<file path="src/common/mpac_pkg.sv">
package mpac_pkg;
  localparam logic [7:0] MEM_CFG_OFFSET = 8'h50;
  localparam logic [7:0] APCTL_OFFSET = 8'h51;
  localparam logic [7:0] SMM_RAM_OFFSET = 8'h70;
  localparam int POLICY_BIT = 3;
  localparam int FREQ_BIT = 2;
  localparam int LOCK_BIT = 2;
  localparam int GATE_BIT = 1;
  localparam int SELECT_BIT = 0;
  localparam logic [7:0] APCTL_RESET = 8'h00;
  localparam logic [7:0] APCTL_MASK = 8'h07;
  localparam logic [7:0] MEM_CFG_MASK = 8'h0C;
  localparam logic [7:0] SMM_RAM_RESET = 8'h00;
  localparam logic [1:0] GFX_MEM_OFF = 2'h0;
  localparam int GFX_MEM_MSB = 7;
  localparam int GFX_MEM_LSB = 6;
  localparam logic [1:0] DEV_HOST = 2'h0;
  localparam logic [1:0] DEV_AGP = 2'h1;
  localparam logic [1:0] DEV_GFX = 2'h2;
  localparam logic [7:0] ALL_ONES = 8'hFF;
  localparam logic [7:0] ALL_ZEROS = 8'h00;
  typedef enum logic [1:0] {PRE_NONE, PRE_BANK, PRE_ALL} mpac_pre_t;
endpackage

</file>
<file path="src/common/mpac_ctl_if.sv">
interface mpac_ctl_if;
  logic page_close_policy;
  logic page_miss;
  logic row_change;
  logic pages_open;
  logic refresh_start;
  logic [1:0] precharge;
  modport regs (output page_close_policy, input precharge);
  modport pre (input page_close_policy, page_miss, row_change, pages_open,
    refresh_start, output precharge);
endinterface

</file>
<file path="src/rtl/mpac_precharge.sv">
module mpac_precharge (
  // clock and reset
  input wire logic ref_clk,
  input wire logic rst,
  // policy and events
  mpac_ctl_if.pre ctl
);
  mpac_pkg::mpac_pre_t cmd;
  mpac_pkg::mpac_pre_t next_cmd;

  always_comb begin
    next_cmd = mpac_pkg::PRE_NONE;
    if (ctl.refresh_start || (ctl.row_change && ctl.pages_open)) begin
      next_cmd = mpac_pkg::PRE_ALL;
    end else if (ctl.page_miss) begin
      if (ctl.page_close_policy) begin
        next_cmd = mpac_pkg::PRE_ALL;
      end else begin
        next_cmd = mpac_pkg::PRE_BANK;
      end
    end
  end

  always_ff @(posedge ref_clk) begin
    if (rst) begin
      cmd <= mpac_pkg::PRE_NONE;
    end else begin
      cmd <= next_cmd;
    end
  end

  assign ctl.precharge = cmd;
endmodule // mpac_precharge

</file>
<file path="src/rtl/mpac_regs.sv">
module mpac_regs (
  // clock and reset
  input wire logic ref_clk,
  input wire logic rst,
  // strap
  input wire logic sysmem_freq_strap,
  // configuration cycle port
  input wire logic [1:0] cfg_dev,
  input wire logic [7:0] cfg_offset,
  input wire logic cfg_agp_reg,
  input wire logic cfg_read,
  input wire logic cfg_write,
  input wire logic [7:0] cfg_wdata,
  output logic [7:0] cfg_rdata,
  output logic cfg_claim,
  // memory controller events
  input wire logic page_miss,
  input wire logic row_change,
  input wire logic pages_open,
  input wire logic refresh_start,
  output logic [1:0] precharge,
  // frequency and graphics path status
  output logic sysmem_freq_select,
  output logic agp_enable,
  output logic gfx_enable,
  // aperture access check
  input wire logic aperture_req,
  output logic aperture_grant
);
  logic page_close_policy;
  logic next_page_close_policy;
  logic freq_sel;
  logic next_freq_sel;
  logic strap_pending;
  logic next_strap_pending;
  logic [2:0] apctl;
  logic [2:0] next_apctl;
  logic lock_written;
  logic next_lock_written;
  logic [7:0] smm_ram;
  logic [7:0] next_smm_ram;
  logic gfx_sel;
  logic dev_visible;
  logic [7:0] rd_value;
  logic [7:0] next_cfg_rdata;
  logic [1:0] gfx_mem;

  mpac_ctl_if ctl_bus ();

  assign gfx_sel = apctl[mpac_pkg::SELECT_BIT];
  assign gfx_mem = smm_ram[mpac_pkg::GFX_MEM_MSB:mpac_pkg::GFX_MEM_LSB];

  // lock and select updates follow the write-once rules
  always_comb begin
    next_page_close_policy = page_close_policy;
    next_freq_sel = freq_sel;
    next_strap_pending = 1'h0;
    next_apctl = apctl;
    next_lock_written = lock_written;
    next_smm_ram = smm_ram;
    if (strap_pending) begin
      next_freq_sel = sysmem_freq_strap;
    end
    // hidden agp registers drop writes as well as reading zero
    if (cfg_write && cfg_dev == mpac_pkg::DEV_HOST
        && !(gfx_sel && cfg_agp_reg)) begin
      if (cfg_offset == mpac_pkg::MEM_CFG_OFFSET) begin
        next_page_close_policy = cfg_wdata[mpac_pkg::POLICY_BIT];
        next_freq_sel = cfg_wdata[mpac_pkg::FREQ_BIT];
      end
      if (cfg_offset == mpac_pkg::APCTL_OFFSET) begin
        next_apctl[mpac_pkg::GATE_BIT] = cfg_wdata[mpac_pkg::GATE_BIT];
        if (!lock_written) begin
          next_apctl[mpac_pkg::LOCK_BIT] = cfg_wdata[mpac_pkg::LOCK_BIT];
          next_lock_written = 1'h1;
        end
        if (!apctl[mpac_pkg::LOCK_BIT]) begin
          next_apctl[mpac_pkg::SELECT_BIT] = cfg_wdata[mpac_pkg::SELECT_BIT];
        end
      end
      if (cfg_offset == mpac_pkg::SMM_RAM_OFFSET) begin
        next_smm_ram = cfg_wdata;
      end
    end
  end

  // strap taken on the first clock after reset release
  always_ff @(posedge ref_clk) begin
    if (rst) begin
      page_close_policy <= 1'h0;
      freq_sel <= 1'h0;
      strap_pending <= 1'h1;
      apctl <= mpac_pkg::APCTL_RESET[2:0];
      lock_written <= 1'h0;
      smm_ram <= mpac_pkg::SMM_RAM_RESET;
    end else begin
      page_close_policy <= next_page_close_policy;
      freq_sel <= next_freq_sel;
      strap_pending <= next_strap_pending;
      apctl <= next_apctl;
      lock_written <= next_lock_written;
      smm_ram <= next_smm_ram;
    end
  end

  // visibility of devices by graphics path select
  always_comb begin
    case (cfg_dev)
      mpac_pkg::DEV_HOST: dev_visible = 1'h1;
      mpac_pkg::DEV_AGP: dev_visible = !gfx_sel;
      mpac_pkg::DEV_GFX: dev_visible = gfx_sel
        && gfx_mem != mpac_pkg::GFX_MEM_OFF;
      default: dev_visible = 1'h0;
    endcase
  end

  always_comb begin
    rd_value = mpac_pkg::ALL_ZEROS;
    if (cfg_dev == mpac_pkg::DEV_HOST) begin
      if (gfx_sel && cfg_agp_reg) begin
        rd_value = mpac_pkg::ALL_ZEROS;
      end else begin
        case (cfg_offset)
          mpac_pkg::MEM_CFG_OFFSET: rd_value = mpac_pkg::MEM_CFG_MASK
            & {4'h0, page_close_policy, freq_sel, 2'h0};
          mpac_pkg::APCTL_OFFSET: rd_value = {5'h00, apctl};
          mpac_pkg::SMM_RAM_OFFSET: rd_value = smm_ram;
          default: rd_value = mpac_pkg::ALL_ZEROS;
        endcase
      end
    end else if (cfg_dev == mpac_pkg::DEV_AGP && gfx_sel) begin
      rd_value = mpac_pkg::ALL_ONES;
    end else if (cfg_dev == mpac_pkg::DEV_GFX && !gfx_sel) begin
      rd_value = mpac_pkg::ALL_ONES;
    end
  end

  // read data holds between reads
  always_comb begin
    next_cfg_rdata = cfg_rdata;
    if (cfg_read) begin
      next_cfg_rdata = rd_value;
    end
  end

  always_ff @(posedge ref_clk) begin
    if (rst) begin
      cfg_rdata <= mpac_pkg::ALL_ZEROS;
    end else begin
      cfg_rdata <= next_cfg_rdata;
    end
  end

  assign cfg_claim = (cfg_read || cfg_write) && dev_visible;
  assign aperture_grant = aperture_req
    && apctl[mpac_pkg::GATE_BIT];
  assign agp_enable = !gfx_sel;
  assign gfx_enable = gfx_sel;
  assign sysmem_freq_select = freq_sel;

  assign ctl_bus.page_close_policy = page_close_policy;
  assign ctl_bus.page_miss = page_miss;
  assign ctl_bus.row_change = row_change;
  assign ctl_bus.pages_open = pages_open;
  assign ctl_bus.refresh_start = refresh_start;
  assign precharge = ctl_bus.precharge;

  mpac_precharge u_pre (
    .ref_clk(ref_clk),
    .rst(rst),
    .ctl(ctl_bus)
  );
endmodule // mpac_regs

</file>
<file path="config.mk">
export PLATFORM = sky130hd
export DESIGN_NAME = mpac_regs
export DESIGN_NICKNAME = d
export VERILOG_FILES = /design/src/common/mpac_pkg.sv /design/src/common/mpac_ctl_if.sv /design/src/rtl/mpac_precharge.sv /design/src/rtl/mpac_regs.sv
export SDC_FILE = /design/constraint.sdc
export NUM_CORES = 1
export LEC_CHECK = 0
export BUFFER_PORTS_ARGS = -buffer_cell sky130_fd_sc_hd__buf_2
export CELL_PAD_IN_SITES_DETAIL_PLACEMENT = 1
export CELL_PAD_IN_SITES_GLOBAL_PLACEMENT = 2
export CORE_ASPECT_RATIO = 0.75
export CORE_MARGIN = 2
export CORE_UTILIZATION = 28
export CTS_BUF_LIST = sky130_fd_sc_hd__clkbuf_4 sky130_fd_sc_hd__clkbuf_8
export DETAILED_ROUTE_END_ITERATION = 12
export PLACE_DENSITY_LB_ADDON = 0.05
export SYNTH_ARGS = -nofsm -noshare
export SYNTH_HDL_FRONTEND = slang
export SYNTH_HIERARCHICAL = 1
export SYNTH_SLANG_ARGS = --single-unit
</file>
<file path="constraint.sdc">
create_clock -name ref_clk -period 1.55 [get_ports ref_clk]
set_input_delay 0.31 -clock ref_clk [delete_from_list [all_inputs] [get_ports ref_clk]]
set_output_delay 0.31 -clock ref_clk [all_outputs]
set_load 0.02 [all_outputs]
</file>
==> results_dict.tcl, run 1 <==
set metrics [dict create \
    status "complete, no violations" \
    die-width_um 76.62 \
    multi_input_area_um2 576.8 \
    gp_congestion 0.7698 \
    port_buffers 43 \
    drcViolationCount 0 \
    rsz0062_at_grt "yes" \
    fin_crit_sh_pct 94.27 \
    max_slew_margin_pct 69.35 \
    grt_max_degree 26 \
    path_common_cell "buf_4" \
    hold_violations 0 \
    fp.dieH_um 58.46 \
    clock.fmax_ghz 0.6844 \
    ir_drop_uv 497.8 \
    fin_skew_ns 0.005797 \
    nets 193 \
    yosysTopAreaCell "dfxtp_1" \
    viasPerCell 4.730 \
    firstDrtPassIters 4 \
    cts_buffer_depth 2 \
    grt_pass1_vias 970 \
    tightest_slew_ns 0.4597 \
    vias 1017 \
    synth_warnings 6 \
    stdcell_count 215 \
    path_cells "buf_4 -> o21ai_1 -> a21oi_1 -> buf_4" \
    cts_made_buffers 3 \
    ys_types 32 \
    drtIter0Drc 17 \
    p_per_area_nw_per_um2 831.5 \
    whs_path_depth 2 \
    setup_viol 0 \
    cts_tree "done" \
    crit_required_ns 1.24 \
    dpl.hpwl_mm 2.285 \
    gr-total-overflow 0 \
    syn-mean-instance-area_um2 9.629 \
    initial_utilization_pct 29.67 \
    drive_gt1_share_pct 38.04 \
    grt_pass1_wl_mm 4.602 \
    ys_top_cells_by_area "dfxtp_1, mux2i_1, nor2_1" \
    asyncSetResetFlopFracSynth_pct 0 \
    postCtsSetupRepairBufs 0 \
    max_stage_delay_ns 0.39 \
    wirelength_mm 2.845 \
    drt.antenna.violating_nets 0 \
    utilization_pct 39.19 \
    fin_crit_ns 1.461 \
    ios 44 \
    synth.most_common_cell "dfxtp_1" \
    maxCapViolations 0 \
    crit_path_start_kind "flip-flop" \
    critPathSlowestCell "dfxtp_4" \
    post-place-cells 211 \
    clkSinkCount 25 \
    synth.cell_area_um2 1107 \
    antenna_found_initial 0 \
    syn_nets 144 \
    grt_usage_pct 13.15 \
    ff2ff_path_depth 4 \
    power_leakage_nw 0.7093 \
    die-area_um2 4479 \
    worstPathArrival_ns 1.15 \
    seqCellArea_um2 504.2 \
    clock_latency_ns 0.26 \
    synth_edf_count 0 \
    area_growth_pct 32.09 \
    clk_pin_slew_worst_paths_ns 0.09 \
    path_class "reg -> out" \
    synth_top_area_share_pct 45.20 \
    endpoint_kind "output pin" \
    rows 19 \
    yosysSeqAreaShare_pct 45.20 \
    synth_ff_type "dfxtp_1" \
    syn_inst 115 \
    routedWlPerCell_um 13.23 \
    root_buffer "clkbuf_8" \
    fill_cells 474 \
    cp_max_fo 5 \
    min_path_type "in -> reg" \
    synth_commonest_cells "dfxtp_1, nor2_1, mux2i_1" \
    ys_ff_latch 25 \
    slew_violations 0 \
    htree_num_levels 1 \
    core_area_um2 3732 \
    antennaDiodeCount 0 \
]
[worst paths after layout]
kind                 from                endpoint  slack, ns
max              apctl[0]               cfg_claim       0.09
min             page_miss  u_pre/ctl.precharge[0]       0.28
max reg2reg      apctl[0]                apctl[0]       0.11
min reg2reg  cfg_rdata[7]            cfg_rdata[7]       0.48
[registers in the layout, summed over array words and instances, names as in the netlist]
register                   count
apctl                          3
cfg_rdata                      8
ctl_bus.page_close_policy      1
lock_written                   1
smm_ram                        8
strap_pending                  1
sysmem_freq_select             1
u_pre/ctl.precharge            2
[cells by family after synthesis]
logic type | Yosys count | share of synthesized area [%]
compound gates | 22 | 14.24
buf+inv | 7 | 3.051
flops | 25 | 45.20
mux | 13 | 11.75
simple gates | 48 | 25.77
[routing by layer]
metal | vias to the layer above | track usage [%] | share of wire [%]
li1 | 509 | - | -
met1 | 481 | 16.49 | 48
met2 | 25 | 22.76 | 47
met3 | 2 | 4.755 | 5.6
met4 | 0 | 1.558 | 0.32
met5 | - | 0 | 0
[critical path: cells and delay by family (launching register included)]
kind                   cells  cell delay (ns)
DFF                        1             0.39
buffers and inverters      2             0.29
AOI/OAI and AO/OA          2             0.19
[area by class of cell]
| type | count | area share (%) |
|---|---|---|
| Clock buffer | 3 | 2.823 |
| Clock inverter | 1 | 0.3422 |
| Inverter | 2 | 0.5133 |
| Multi-Input combinational cell | 83 | 39.44 |
| Sequential cell | 25 | 34.47 |
| Tap cell | 52 | 4.448 |
| Timing Repair Buffer | 49 | 17.96 |
[stage by stage]
step / setup WS [ns] / TNS [ns] / hold WS (ns) / power [W] / instance area, um^2
final: 0.08882 / 0 / 0.2793 / 0.001216 / 1463
after global routing: -0.01206 / -0.01206 / 0.2817 / 0.001278 / 1463
after global placement: -0.01289 / -0.02021 / 0.4658 / 0.0008520 / 1406
after CTS: 0.001427 / 0 / 0.2698 / 0.001239 / 1456
after detailed placement: -0.07212 / -0.2573 / 0.4620 / 0.0008561 / 1406
after floorplan: 0.07744 / 0 / 0.3377 / 0.0007701 / 1107
[cells in the final DEF, fill, tap and decap left out, drive strengths merged, types with 3 or more instances in the layout]
master	Yosys	layout
a21oi	8	8
nand4	4	4
nor2	22	22
o21ai	4	4
dfxtp	25	25
a31oi	4	4
buf	1	49
nor3	6	6
mux2i	13	13
clkbuf	4	3
[power by group]
group	internal, W	switching, W	leakage [nW]	total (W)
registers	0.000658	0.00000779	0.205	0.000666
logic	0.0000717	0.000101	0.479	0.000173
clock network	0.000179	0.000198	0.0255	0.000378
total	0.000909	0.000307	0.709	0.00122
[repair_timing]
action / 4_1_cts / 5_1_grt
cloned: 0 / 0
setup endpoints to repair: 1 / 6
pin swaps: 0 / 2
gates resized for setup: 2 / 3
hold endpoints to repair: 0 / 0
hold buffers: 0 / 0
Note: power is estimated with default switching activity, not from simulation.
==> run 2, diff against run 1 <==
- CORE_UTILIZATION: 28 -> 31
- clock period: 1.55 -> 1.7 ns (I/O delays scaled with it)
==> results_dict.tcl, run 2 (synthesized netlist as in run 1, its figures left out) <==
set metrics [dict create \
    worstPathArrival_ns 1.67 \
    htree_num_levels 1 \
    cts_buffer_depth 2 \
    gp_congestion 0.7100 \
    fp.dieH_um 55.76 \
    use_met2_pct 25.23 \
    cts_tree "done" \
    grt_pass1_wl_mm 4.912 \
    die-area_um2 4071 \
    drcViolationCount 0 \
    status "complete, no violations" \
    grt_pass1_vias 1007 \
    endpoint_kind "flip-flop" \
    cp_max_fo 8 \
    tightest_slew_ns 0.4493 \
    antennaDiodeCount 0 \
    max_slew_margin_pct 70.04 \
    dpl.hpwl_mm 2.296 \
    initial_utilization_pct 33.00 \
    wirelength_mm 2.915 \
    crit_path_start_kind "flip-flop" \
    nets 190 \
    p_per_area_nw_per_um2 782.6 \
    slew_violations 0 \
    fin_skew_ns 0.001701 \
    rsz0062_at_grt "no" \
    maxCapViolations 0 \
    port_buffers 43 \
    vias 1003 \
    clock.fmax_ghz 0.6617 \
    ir_drop_uv 456.8 \
    grt.busiest_layer "met2" \
    core_area_um2 3356 \
    clock_latency_ns 0.26 \
    path_class "reg -> reg" \
    setup_viol 0 \
    power.total_w 0.001119 \
    drtIter0Drc 15 \
    clkSinkCount 25 \
    ff2ff_path_depth 4 \
    hold_violations 0 \
    area_growth_pct 29.15 \
    postCtsSetupRepairBufs 0 \
    reg.largest.list "cfg_rdata: 8 flops, smm_ram: 8 flops, apctl: 3 flops" \
    rows 18 \
    die-width_um 73.01 \
    layout_common_cells "buf_2, dfxtp_1, nor2_1" \
    use_met1_pct 20.46 \
    drive_gt1_share_pct 36.88 \
    root_buffer "clkbuf_8" \
    power_leakage_nw 0.6932 \
    whs_path_depth 3 \
    grt_max_degree 26 \
    final_area_um2 1430 \
    fill_cells 423 \
    firstDrtPassIters 4 \
    met3_usage_pct 4.891 \
    grt_usage_pct 15.43 \
    hold_buffers 0 \
    cts_made_buffers 3 \
    fin_crit_ns 1.511 \
    antenna_found_initial 0 \
    clk_pin_slew_worst_paths_ns 0.09 \
    fin_crit_sh_pct 88.90 \
    min_path_type "in -> reg" \
    placed_area_um2 1369 \
    crit_required_ns 1.86 \
    ios 44 \
    viasPerCell 5.015 \
    gr-total-overflow 0 \
    final_common_cell "buf_2" \
    routedWlPerCell_um 14.58 \
    drt.antenna.violating_nets 0 \
]
[run 2: changes by cell type in the layout (fill, tap and decap cells not counted)]
cell	before	now
buf_4	7	3
o221ai_2	1	0
dfxtp_2	0	1
clkinv_2	1	0
and3_2	0	1
dfxtp_4	1	0
o21ai_0	3	4
buf_2	42	43
and3_4	1	0
o221ai_4	0	1
o21ai_1	1	0
clkinvlp_4	0	1
[run 2: power breakdown]
group	internal (W)	leakage, nW	switching (W)
sequential	0.000602	0.204	0.00000742
clock	0.000166	0.0217	0.000188
combinational	0.0000640	0.467	0.0000920
[run 2: path summary, 6_finish.rpt]
path,slack [ns],endpoint,startpoint
worst max-delay path,0.19,cfg_rdata[1],apctl[0]
worst min-delay path,0.31,smm_ram[4],cfg_wdata[4]
worst max register to register,0.19,cfg_rdata[1],apctl[0]
worst min register to register,0.48,lock_written,lock_written
[run 2: stage by stage]
stage	setup TNS, ns	instances	hold WS, ns	util (%)	setup WS [ns]
6_report	0	200	0.3087	42.62	0.1886
5_1_grt	0	200	0.2999	42.62	0.06235
4_1_cts	0	200	0.3008	42.24	0.08524
3_5_place_dp	-0.02391	196	0.4663	40.79	-0.02391
3_3_place_gp	0	196	0.4626	40.79	0.08910
2_1_floorplan	0	115	0.3677	-	0.2274
[run 2: worst max-delay path, cell delays in order (launching register included)]
cell and delay [ns]:
dfxtp_2 0.38, a211oi_4 0.34, and3_2 0.36, nor2_2 0.06, nor4_1 0.28
[run 2: repair_timing]
item / 4_1_cts / 5_1_grt
endpoints found under the hold margin: 0 / 0
setup endpoints to repair: 0 / 2
gates resized for setup: 0 / 2
[run 2: final cells by class]
cell class                      instances  area [um^2]  area share, %
Tap cell                               40        50.05          3.500
Multi-Input combinational cell         83        584.3          40.86
Clock inverter                          1        7.507         0.5249
Clock buffer                            3        41.29          2.887
Sequential cell                        25        501.7          35.08
Inverter                                2        7.507         0.5249
Timing Repair Buffer                   46        237.7          16.62
[run 2: metal layers]
metal	share of wire [%]	vias up	wire [um]
li1	-	506	-
met1	49	465	1416
met2	45	30	1325
met3	5.5	2	161
met4	0.38	0	11
met5	0	-	0
==> run 3, diff against run 2 <==
- CELL_PAD_IN_SITES_DETAIL_PLACEMENT: 1 -> not set
- CELL_PAD_IN_SITES_GLOBAL_PLACEMENT: 2 -> not set
- CORE_UTILIZATION: 31 -> 40
- CTS_CLUSTER_SIZE: not set -> 25
==> results_dict.tcl, run 3 (synthesized netlist as in run 1, its figures left out) <==
set metrics [dict create \
    tightest_slew_ns 0.5192 \
    grt.busiest_layer "met2" \
    die-width_um 64.76 \
    htree_num_levels 1 \
    critical-path-top-delay-family "flip-flops" \
    firstDrtPassIters 4 \
    rows 16 \
    grt_pass1_vias 869 \
    stdcell_count 195 \
    grt_pass1_wl_mm 4.008 \
    gp_congestion 0.7316 \
    viasPerCell 4.949 \
    gr-total-overflow 0 \
    setup_viol 0 \
    routedWlPerCell_um 12.31 \
    worstPathArrival_ns 1.12 \
    fin_crit_ns 1.458 \
    clock.fmax_ghz 0.6860 \
    cp_max_fo 8 \
    ir_drop_uv 504.6 \
    drive_gt1_share_pct 36.48 \
    fin_skew_ns 0.002545 \
    hold_violations 0 \
    drt.antenna.violating_nets 0 \
    wirelength_mm 2.401 \
    nets 189 \
    slew_violations 0 \
    p_per_area_nw_per_um2 787.2 \
    grt_usage_pct 15.81 \
    max_stage_delay_ns 0.43 \
    drtIter0Drc 23 \
    port_buffers 43 \
    cts_tree "done" \
    critPathSlowestCell "dfxtp_2" \
    clkSinkCount 25 \
    power_leakage_nw 0.6866 \
    met3_usage_pct 5.479 \
    vias 965 \
    drcViolationCount 0 \
    critPathBufInv 1 \
    clock_latency_ns 0.26 \
    antennaDiodeCount 0 \
    post-place-cells 191 \
    status "complete, no violations" \
    layout_common_cells "buf_2, dfxtp_1, nor2_1" \
    final_common_cell "buf_2" \
    dpl.hpwl_mm 1.832 \
    reg.largest.list "cfg_rdata: 8 flops, smm_ram: 8 flops, apctl: 3 flops" \
    grt_max_degree 26 \
    cts_made_buffers 3 \
    initial_utilization_pct 42.22 \
    fill_cells 267 \
    max_slew_margin_pct 65.31 \
    path_cells "o21ai_0 -> a21oi_1 -> buf_2" \
    maxCapViolations 0 \
    fin_tns_setup_ns 0 \
    core_area_um2 2623 \
    clk_pin_slew_worst_paths_ns 0.09 \
    fp.dieH_um 49.57 \
    whs_ns 0.3045 \
    crit_path_start_kind "flip-flop" \
    area_growth_pct 27.01 \
    path_class "reg -> out" \
    power.total_w 0.001107 \
    ios 44 \
    root_buffer "clkbuf_8" \
    rsz0062_at_grt "no" \
    fin_crit_sh_pct 85.75 \
    antenna_found_initial 0 \
    crit_required_ns 1.36 \
    die-area_um2 3210 \
    use_met1_pct 21.88 \
    endpoint_kind "output pin" \
    use_met2_pct 24.91 \
    min_path_type "in -> reg" \
    cts_buffer_depth 2 \
]
==> run 3: changes by cell type in the layout (fill, tap and decap cells not counted) <==
cell | before | now
buf_4 | 3 | 2
o221ai_2 | 0 | 1
o221ai_4 | 1 | 0
==> run 3: per-layer routing <==
metal  wire (um)  share of wire (%)
met2        1002                 42
met5           0                  0
met1        1203                 50
met3         189                7.9
met4           6               0.25
==> run 3: cell type report <==
cell class | instances | area, um^2 | share of cell area [%]
Sequential cell | 25 | 501.7 | 35.68
Clock inverter | 1 | 7.507 | 0.5338
Timing Repair Buffer | 45 | 230.2 | 16.37
Clock buffer | 3 | 41.29 | 2.936
Multi-Input combinational cell | 83 | 573.1 | 40.75
Inverter | 2 | 7.507 | 0.5338
Tap cell | 36 | 45.04 | 3.203
==> run 3: worst paths after layout <==
check / slack (ns) / depth (start not counted) / from / end
setup / recovery: 0.24 / 3 / apctl[0] / cfg_claim
hold / removal: 0.30 / 3 / cfg_wdata[5] / smm_ram[5]
setup reg to reg: 0.26 / 4 / apctl[0] / cfg_rdata[0]
hold reg to reg: 0.47 / 2 / lock_written / lock_written
==> run 3: worst min-delay path, cell delays in order <==
cell and delay, ns:
buf_2 0.08, mux2i_1 0.05, nor2_1 0.07
==> run 3: timing repair <==
item	in CTS	in global routing
setup endpoints to repair	0	1
setup buffers	0	0
gates resized for setup	0	1
hold buffers	0	0
==> run 3: stage by stage <==
| step | worst slack, ns | cell area (um^2) | util (%) |
|---|---|---|---|
| 2_1_floorplan | 0.2274 | 1107 | - |
| 3_3_place_gp | 0.09876 | 1356 | 51.72 |
| 3_5_place_dp | 0.05460 | 1356 | 51.72 |
| 4_1_cts | 0.09224 | 1405 | 53.58 |
| 5_1_grt | 0.1213 | 1406 | 53.63 |
| 6_report | 0.2422 | 1406 | 53.63 |
==> run 3: where the power goes <==
group | switching, W | total [W] | internal (W)
Sequential | 0.00000714 | 0.000609 | 0.000602
Clock | 0.000184 | 0.000350 | 0.000166
Combinational | 0.0000872 | 0.000149 | 0.0000613
